<file path="config.mk">
export PLATFORM = sky130hd
export DESIGN_NAME = rtcw_window
export DESIGN_NICKNAME = d
export VERILOG_FILES = /design/src/rtcw_pkg.sv /design/src/rtcw_tick.sv /design/src/rtcw_window.sv
export SDC_FILE = /design/constraint.sdc
export NUM_CORES = 1
export LEC_CHECK = 0
export ABC_AREA = 1
export BUFFER_PORTS_ARGS = -buffer_cell sky130_fd_sc_hd__buf_2
export CAP_MARGIN = 5
export CORE_AREA = 2 2 101 103
export DETAILED_ROUTE_END_ITERATION = 10
export DIE_AREA = 0 0 103 105
export GPL_TIMING_DRIVEN = 0
export PLACE_DENSITY = 0.75
export SYNTH_ARGS = -nofsm -noshare
export SYNTH_HDL_FRONTEND = slang
export SYNTH_SLANG_ARGS = --single-unit
</file>
<file path="constraint.sdc">
create_clock -name pclk -period 1.78 [get_ports pclk]
set_input_delay 0.178 -clock pclk [delete_from_list [all_inputs] [get_ports pclk]]
set_output_delay 0.178 -clock pclk [all_outputs]
set_load 0.1 [all_outputs]
</file>
<file path="src/rtcw_pkg.sv">
package rtcw_pkg;

  // ------------------------------------------------------------------
  // register map (byte addresses, one aligned word each)
  // ------------------------------------------------------------------
  localparam logic [11:0] RTCW_OFF_CTRL   = 12'h000;
  localparam logic [11:0] RTCW_OFF_WINDOW = 12'h004;

  // control register fields
  localparam int RTCW_CTRL_PTR_LO = 0;
  localparam int RTCW_CTRL_UNLOCK = 8;

  // ------------------------------------------------------------------
  // view field positions
  // ------------------------------------------------------------------
  localparam int RTCW_WEEKDAY_DIGIT_LO = 8;
  localparam int RTCW_HRT_LO  = 4;
  localparam int RTCW_HRO_LO  = 0;
  localparam int RTCW_MINT_LO = 12;
  localparam int RTCW_MINO_LO = 8;
  localparam int RTCW_SECT_LO = 4;
  localparam int RTCW_SECO_LO = 0;

  // bits that hold state in each view; the rest read zero
  localparam logic [15:0] RTCW_WH_MASK = 16'h073f;
  localparam logic [15:0] RTCW_MS_MASK = 16'h7f7f;

  // pointer codes
  localparam logic [1:0] RTCW_PTR_MS = 2'h0;
  localparam logic [1:0] RTCW_PTR_WH = 2'h1;

  // field maxima
  localparam logic [2:0] RTCW_WEEKDAY_DIGIT_MAX = 3'h6;
  localparam logic [1:0] RTCW_HRT_MAX  = 2'h2;
  localparam logic [3:0] RTCW_ONE_MAX  = 4'h9;
  localparam logic [2:0] RTCW_TEN_MAX  = 3'h5;
  localparam logic [3:0] RTCW_HR23_ONE = 4'h3;

  // control reset values
  localparam logic [1:0] RTCW_PTR_RST    = 2'h0;
  localparam logic       RTCW_UNLOCK_RST = 1'b0;

  // ------------------------------------------------------------------
  // timing
  // ------------------------------------------------------------------
  localparam int RTCW_CLK_HZ    = 20_000_000;
  localparam int RTCW_TICK_SEC  = 1;
  localparam int RTCW_TICK_CYC  = RTCW_CLK_HZ * RTCW_TICK_SEC;

endpackage : rtcw_pkg

</file>
<file path="src/rtcw_tick.sv">
`timescale 1ns/10ps
// ----------------------------------------------------------------------
// one-second enable divider
// ----------------------------------------------------------------------
module rtcw_tick #(
  parameter int DIV = 20_000_000
) (
  input  wire logic pclk,
  input  wire logic presetn,
  output logic      tick
);
  import rtcw_pkg::*;

  logic [31:0] cnt_q;
  logic [31:0] cnt_d;
  wire         wrap = (cnt_q == 32'(DIV - 1));

  // count clocks, pulse once per full period
  assign cnt_d = wrap ? 32'h0000_0000 : cnt_q + 32'h0000_0001;

  always_ff @(posedge pclk or negedge presetn) begin
    if (!presetn) begin
      cnt_q <= 32'h0000_0000;
      tick  <= 1'b0;
    end else begin
      cnt_q <= cnt_d;
      tick  <= wrap;
    end
  end

endmodule : rtcw_tick

</file>
<file path="src/rtcw_window.sv">
// The placing of the registers and the APB interface to the registers were left to the implementer.
`timescale 1ns/10ps
module rtcw_window #(
  parameter int TICK_CYC = rtcw_pkg::RTCW_TICK_CYC
) (
  input  wire logic        pclk,
  input  wire logic        presetn,
  input  wire logic        psel,
  input  wire logic        penable,
  input  wire logic        pwrite,
  input  wire logic [11:0] paddr,
  input  wire logic [31:0] pwdata,
  input  wire logic [3:0]  pstrb,
  output logic      [31:0] prdata,
  output logic             pready,
  output logic             pslverr
);
  import rtcw_pkg::*;

  // ------------------------------------------------------------------
  // bus decode
  // ------------------------------------------------------------------
  logic [1:0]  ptr_q;
  logic        unlock_q;
  logic [2:0]  weekday_digit_q;
  logic [1:0]  hrt_q;
  logic [3:0]  hro_q;
  logic [2:0]  mint_q;
  logic [3:0]  mino_q;
  logic [2:0]  sect_q;
  logic [3:0]  seco_q;
  logic        tick;

  // answer is registered: one wait state, pready in second access cycle
  wire         acc      = psel & penable & ~pready;
  wire         hit_ctrl = (paddr == RTCW_OFF_CTRL);
  wire         hit_win  = (paddr == RTCW_OFF_WINDOW);
  wire         unmapped = ~(hit_ctrl | hit_win);
  wire         wr       = acc & pwrite;
  wire         wr_ctrl  = wr & hit_ctrl;
  wire         wr_win   = wr & hit_win;
  wire         view_wh  = (ptr_q == RTCW_PTR_WH);
  wire         view_ms  = (ptr_q == RTCW_PTR_MS);
  // locked weekday/hours writes are dropped silently, no error
  wire         wr_wh    = wr_win & view_wh & unlock_q;
  wire         wr_ms    = wr_win & view_ms;
  wire [15:0]  wdat     = pwdata[15:0];

  // byte lanes per view field
  wire         lane0    = pstrb[0];
  wire         lane1    = pstrb[1];

  // ------------------------------------------------------------------
  // read views
  // ------------------------------------------------------------------
  wire [15:0]  wh_view;
  wire [15:0]  ms_view;
  wire [15:0]  win_view;
  wire [31:0]  ctrl_view;
  wire [31:0]  rd_mux;

  // unused positions are simply not wired: they read zero
  assign wh_view = ({5'h00, weekday_digit_q, 2'h0, hrt_q, hro_q})
                   & RTCW_WH_MASK;
  assign ms_view = ({1'b0, mint_q, mino_q, 1'b0, sect_q, seco_q})
                   & RTCW_MS_MASK;
  // pointer values 10 and 11 are views this block does not hold
  assign win_view  = view_wh ? wh_view : (view_ms ? ms_view : 16'h0000);
  assign ctrl_view = {23'h00_0000, unlock_q, 6'h00, ptr_q};
  assign rd_mux    = hit_ctrl ? ctrl_view
                   : (hit_win ? {16'h0000, win_view} : 32'h0000_0000);

  // ------------------------------------------------------------------
  // bcd increment helpers
  // ------------------------------------------------------------------
  function automatic logic [3:0] rtcw_inc4(input logic [3:0] v);
    rtcw_inc4 = v + 4'h1;
  endfunction : rtcw_inc4

  function automatic logic [2:0] rtcw_inc3(input logic [2:0] v,
                                           input logic [2:0] max);
    rtcw_inc3 = (v >= max) ? 3'h0 : v + 3'h1;
  endfunction : rtcw_inc3

  // ------------------------------------------------------------------
  // time-of-day carry chain
  // ------------------------------------------------------------------
  wire         c_so  = tick & (seco_q >= RTCW_ONE_MAX);
  wire         c_st  = c_so & (sect_q >= RTCW_TEN_MAX);
  wire         c_mo  = c_st & (mino_q >= RTCW_ONE_MAX);
  wire         c_mt  = c_mo & (mint_q >= RTCW_TEN_MAX);
  // the day rolls at 23, not at 29
  wire         end_d = (hrt_q >= RTCW_HRT_MAX) & (hro_q >= RTCW_HR23_ONE);
  wire         c_ho  = c_mt & ~end_d & (hro_q >= RTCW_ONE_MAX);
  wire         c_day = c_mt & end_d;

  logic [3:0]  seco_d;
  logic [2:0]  sect_d;
  logic [3:0]  mino_d;
  logic [2:0]  mint_d;
  logic [3:0]  hro_d;
  logic [1:0]  hrt_d;
  logic [2:0]  weekday_digit_d;

  // software write beats the tick in the same cycle for the fields of the lanes it writes
  always_comb begin
    seco_d = seco_q;
    sect_d = sect_q;
    mino_d = mino_q;
    mint_d = mint_q;
    hro_d  = hro_q;
    hrt_d  = hrt_q;
    weekday_digit_d = weekday_digit_q;
    if (tick) begin
      seco_d = c_so ? 4'h0 : rtcw_inc4(seco_q);
    end
    if (c_so) begin
      sect_d = rtcw_inc3(sect_q, RTCW_TEN_MAX);
    end
    if (c_st) begin
      mino_d = c_mo ? 4'h0 : rtcw_inc4(mino_q);
    end
    if (c_mo) begin
      mint_d = rtcw_inc3(mint_q, RTCW_TEN_MAX);
    end
    if (c_mt) begin
      hro_d = (c_ho | c_day) ? 4'h0 : rtcw_inc4(hro_q);
    end
    if (c_ho) begin
      hrt_d = hrt_q + 2'h1;
    end
    if (c_day) begin
      hrt_d  = 2'h0;
      weekday_digit_d = rtcw_inc3(weekday_digit_q, RTCW_WEEKDAY_DIGIT_MAX);
    end
    if (wr_ms & lane0) begin
      seco_d = wdat[RTCW_SECO_LO +: 4];
      sect_d = wdat[RTCW_SECT_LO +: 3];
    end
    if (wr_ms & lane1) begin
      mino_d = wdat[RTCW_MINO_LO +: 4];
      mint_d = wdat[RTCW_MINT_LO +: 3];
    end
    if (wr_wh & lane0) begin
      hro_d = wdat[RTCW_HRO_LO +: 4];
      hrt_d = wdat[RTCW_HRT_LO +: 2];
    end
    if (wr_wh & lane1) begin
      weekday_digit_d = wdat[RTCW_WEEKDAY_DIGIT_LO +: 3];
    end
  end

  // ------------------------------------------------------------------
  // one-second enable
  // ------------------------------------------------------------------
  rtcw_tick #(
    .DIV (TICK_CYC)
  ) u_tick (
    .pclk    (pclk),
    .presetn (presetn),
    .tick    (tick)
  );

  // ------------------------------------------------------------------
  // registers
  // ------------------------------------------------------------------
  // time has no architected reset value; zero is used so sim is clean
  always_ff @(posedge pclk or negedge presetn) begin
    if (!presetn) begin
      seco_q <= 4'h0;
      sect_q <= 3'h0;
      mino_q <= 4'h0;
      mint_q <= 3'h0;
      hro_q  <= 4'h0;
      hrt_q  <= 2'h0;
      weekday_digit_q <= 3'h0;
    end else begin
      seco_q <= seco_d;
      sect_q <= sect_d;
      mino_q <= mino_d;
      mint_q <= mint_d;
      hro_q  <= hro_d;
      hrt_q  <= hrt_d;
      weekday_digit_q <= weekday_digit_d;
    end
  end

  // control: pointer and unlock bit
  always_ff @(posedge pclk or negedge presetn) begin
    if (!presetn) begin
      ptr_q    <= RTCW_PTR_RST;
      unlock_q <= RTCW_UNLOCK_RST;
    end else if (wr_ctrl & lane0) begin
      ptr_q    <= pwdata[RTCW_CTRL_PTR_LO +: 2];
    end else if (wr_ctrl & lane1) begin
      unlock_q <= pwdata[RTCW_CTRL_UNLOCK];
    end
  end

  // registered answer, one cycle pulse of pready
  always_ff @(posedge pclk or negedge presetn) begin
    if (!presetn) begin
      pready  <= 1'b0;
      pslverr <= 1'b0;
      prdata  <= 32'h0000_0000;
    end else begin
      pready  <= acc;
      pslverr <= acc & unmapped;
      prdata  <= (acc & ~pwrite) ? rd_mux : 32'h0000_0000;
    end
  end

endmodule : rtcw_window

</file>
==> flow_summary.json <==
{
  "ys_top_cells_by_count": "nand2_1 (124), inv_1 (77), dfrtp_1 (75)",
  "crit_path_end_kind": "register",
  "postRouteAntennaNets": 0,
  "synthMostInstantiatedCell": "nand2_1",
  "fin_crit_ns": 1.71,
  "numCtsBuffers": 9,
  "min_period_over_period_pct": 96.2,
  "overflow": 0,
  "p_total_w": 0.00346,
  "yosys.area.top_type_share_pct": 39.8,
  "path_clk_slew_ns": 0.08,
  "syn_to_final_growth_pct": 17.8,
  "ir_drop_v": 0.000347,
  "firstDrtPassIters": 5,
  "antenna_found_initial": 0,
  "synth_ff_type": "dfrtp_1",
  "synth_edf_count": 0,
  "num_vias": 4256,
  "via_per_inst": 5.12,
  "worst_pin_slew_ns": 0.518,
  "fin_skew_ns": 0.0120,
  "initial_core_util_pct": 48.9,
  "synth_cells": 604,
  "p_leak_nw": 2.82,
  "ys_ff_latch": 75,
  "cts_sinks": 75,
  "grt_max_degree": 40,
  "wire_per_inst_um": 13.2,
  "drc": 0,
  "die_h_um": 105,
  "synth.area.top_cells": "dfrtp_1 (40%), nand2_1 (9.9%), nand3_1 (7.0%)",
  "grtUsageTotal_pct": 20.9,
  "die_w_um": 103,
  "min-delay-start": "pwdata[14]",
  "io_buffers": 47,
  "rows": 36,
  "synth_seq_area_share_pct": 39.8,
  "synthArstFlopShare_pct": 100,
  "final_layout_size_suffix_gt1_share_pct": 21.6,
  "startpoint_type": "register",
  "first_iter_violations": 207,
  "fp.dieArea_mm2": 0.0108,
  "postPlaceCellArea_mm2": 0.00520,
  "crit_arrival_ns": 1.95,
  "status": "finished clean",
  "htree_levels": 3,
  "io_pins": 87,
  "syn_area_per_cell_um2": 7.81,
  "nNetsFinal": 765,
  "yosys_warnings": 0,
  "hold_class": "input pin to register",
  "r2r_start": "seco_q[1]",
  "relSlewSlack_pct": 65.5,
  "powerDensity_mw_per_mm2": 623,
  "fp.coreArea_mm2": 0.00964,
  "synth_area_mm2": 0.00472,
  "first_global_vias": 4085,
  "hold_viol_final": 0,
  "max_cap_viol_count": 0,
  "gp_congestion": 0.892,
  "slew_viol_final": 0,
  "yosys.cell_types.count": 34,
  "wirelength_um": 11000,
  "required_ns": 2.02,
  "setup_viol": 0,
  "cts_tree": "built",
  "fmax_mhz": 584,
  "clkLatencyLatePin_ns": 0.35,
  "place_hpwl_um": 8260,
  "cts_root_buf": "clkbuf_8",
  "worstPathMaxFanout": 8,
  "synth_top_area_cell": "dfrtp_1",
  "clock_path_buffers": 2,
  "critical_path_class": "register to register",
  "crit_start": "seco_q[1]",
  "antenna_cells": 0,
  "grt_pass1_wl_um": 18300,
  "fin_area_mm2": 0.00556
}
[repair_timing]
action | 4_1_cts | 5_1_grt
hold buffers | 1 | 0
setup endpoints to repair | 3 | 34
resized for setup | 0 | 10
pin swaps | 1 | 6
endpoints found under the hold margin | 36 | 0
setup buffers | 0 | 15
[flip-flops by register name, summed over array words and instances, names as in the netlist]
signal / flops
hro_q: 4
hrt_q: 2
mino_q: 4
mint_q: 3
prdata: 14
pready: 1
pslverr: 1
ptr_q: 2
seco_q: 4
sect_q: 3
u_tick.cnt_q: 32
u_tick.tick: 1
unlock_q: 1
weekday_digit_q: 3
[power by group]
part,internal [W],switching (W)
registers,0.00170,0.000000968
clock network,0.000781,0.000646
logic,0.0000671,0.000264
total,0.00255,0.000911
[stage by stage]
stage / utilization (%) / setup TNS (ns) / cells / worst slack, ns / hold slack, ns
5_1_grt: 57.6 / -0.281 / 832 / -0.0846 / 0.0398
2_1_floorplan: - / 0 / 621 / 0.0596 / -0.118
6_report: 57.6 / 0 / 832 / 0.0669 / 0.0379
3_3_place_gp: 53.8 / -0.0857 / 801 / -0.0857 / 0.401
3_5_place_dp: 54.0 / -0.00229 / 802 / -0.00229 / 0.175
4_1_cts: 56.2 / 0 / 818 / 0.00147 / 0.0353
[final timing paths]
| check | end | slack (ns) | depth (start not counted) |
|---|---|---|---|
| worst max register to register | weekday_digit_q[0] | 0.07 | 11 |
| worst min-delay path | mint_q[2] | 0.04 | 3 |
| worst min register to register | u_tick.cnt_q[0] | 0.50 | 1 |
| min in group asynchronous | mino_q[2] | 0.31 | 2 |
| max in group asynchronous | pready | 0.87 | 3 |
| worst max-delay path | weekday_digit_q[0] | 0.07 | 11 |
[cells in the final DEF, fill, tap and decap left out, types with 2 or more instances in the layout]
| cell | n |
|---|---|
| buf_4 | 34 |
| nand3_1 | 66 |
| nand3_4 | 2 |
| buf_6 | 2 |
| nand2_1 | 123 |
| nand4_1 | 26 |
| nand3b_1 | 2 |
| dfrtp_2 | 3 |
| nor3_1 | 25 |
| o22ai_1 | 3 |
| nor4_1 | 3 |
| clkbuf_8 | 9 |
| clkbuf_1 | 5 |
| nor3_2 | 7 |
| dfrtp_1 | 72 |
| clkinv_2 | 2 |
| inv_1 | 75 |
| buf_2 | 46 |
| o21ai_0 | 3 |
| xnor2_1 | 8 |
| xor2_1 | 23 |
| nor2_1 | 59 |
| nor2_2 | 6 |
| nand3_2 | 2 |
| ha_1 | 17 |
| inv_2 | 8 |
| or2_2 | 5 |
| a21oi_1 | 17 |
| bufinv_16 | 2 |
| nor2_4 | 8 |
| conb_1 | 18 |
| nand2_2 | 7 |
| nor4_2 | 2 |
[critical path, stage by stage, from the launching register on]
cell and delay (ns):
dfrtp_1 0.41, inv_2 0.08, ha_1 0.15, nor2_1 0.05
nand2_2 0.09, nand2_4 0.11, nor2_8 0.21, nand3_4 0.14
nor2_4 0.17, nor2_2 0.07, nand2_1 0.06, nand3_1 0.06
[layout make-up]
type / count / area, um2
plain buffers: 25 / 180
clock buffers: 10 / 128
clock inverters: 5 / 78.8
fillers: 909 / 4080
inverters: 84 / 315
multi-input cells: 437 / 2430
flip-flops and latches: 75 / 1880
well taps: 133 / 166
repair buffers: 63 / 373
[metal layers]
layer | vias to the layer above | global-route usage (%) | wire length (um)
met5 | - | 0 | 0
met4 | 0 | 5.73 | 176
met3 | 20 | 3.88 | 523
met2 | 130 | 36.8 | 5770
met1 | 2008 | 25.9 | 4500
li1 | 2098 | - | -
[kinds of logic after synthesis]
logic type / synth area share [%]
flip-flops: 39.8
buffers and inverters: 10.5
XOR/XNOR: 5.76
AO/OA/AOI/OAI: 2.87
adder cells (fa/ha/maj): 4.51
AND/OR/NAND/NOR: 36.5
other: 0.0795
Note: power is estimated with default switching activity, not from simulation.
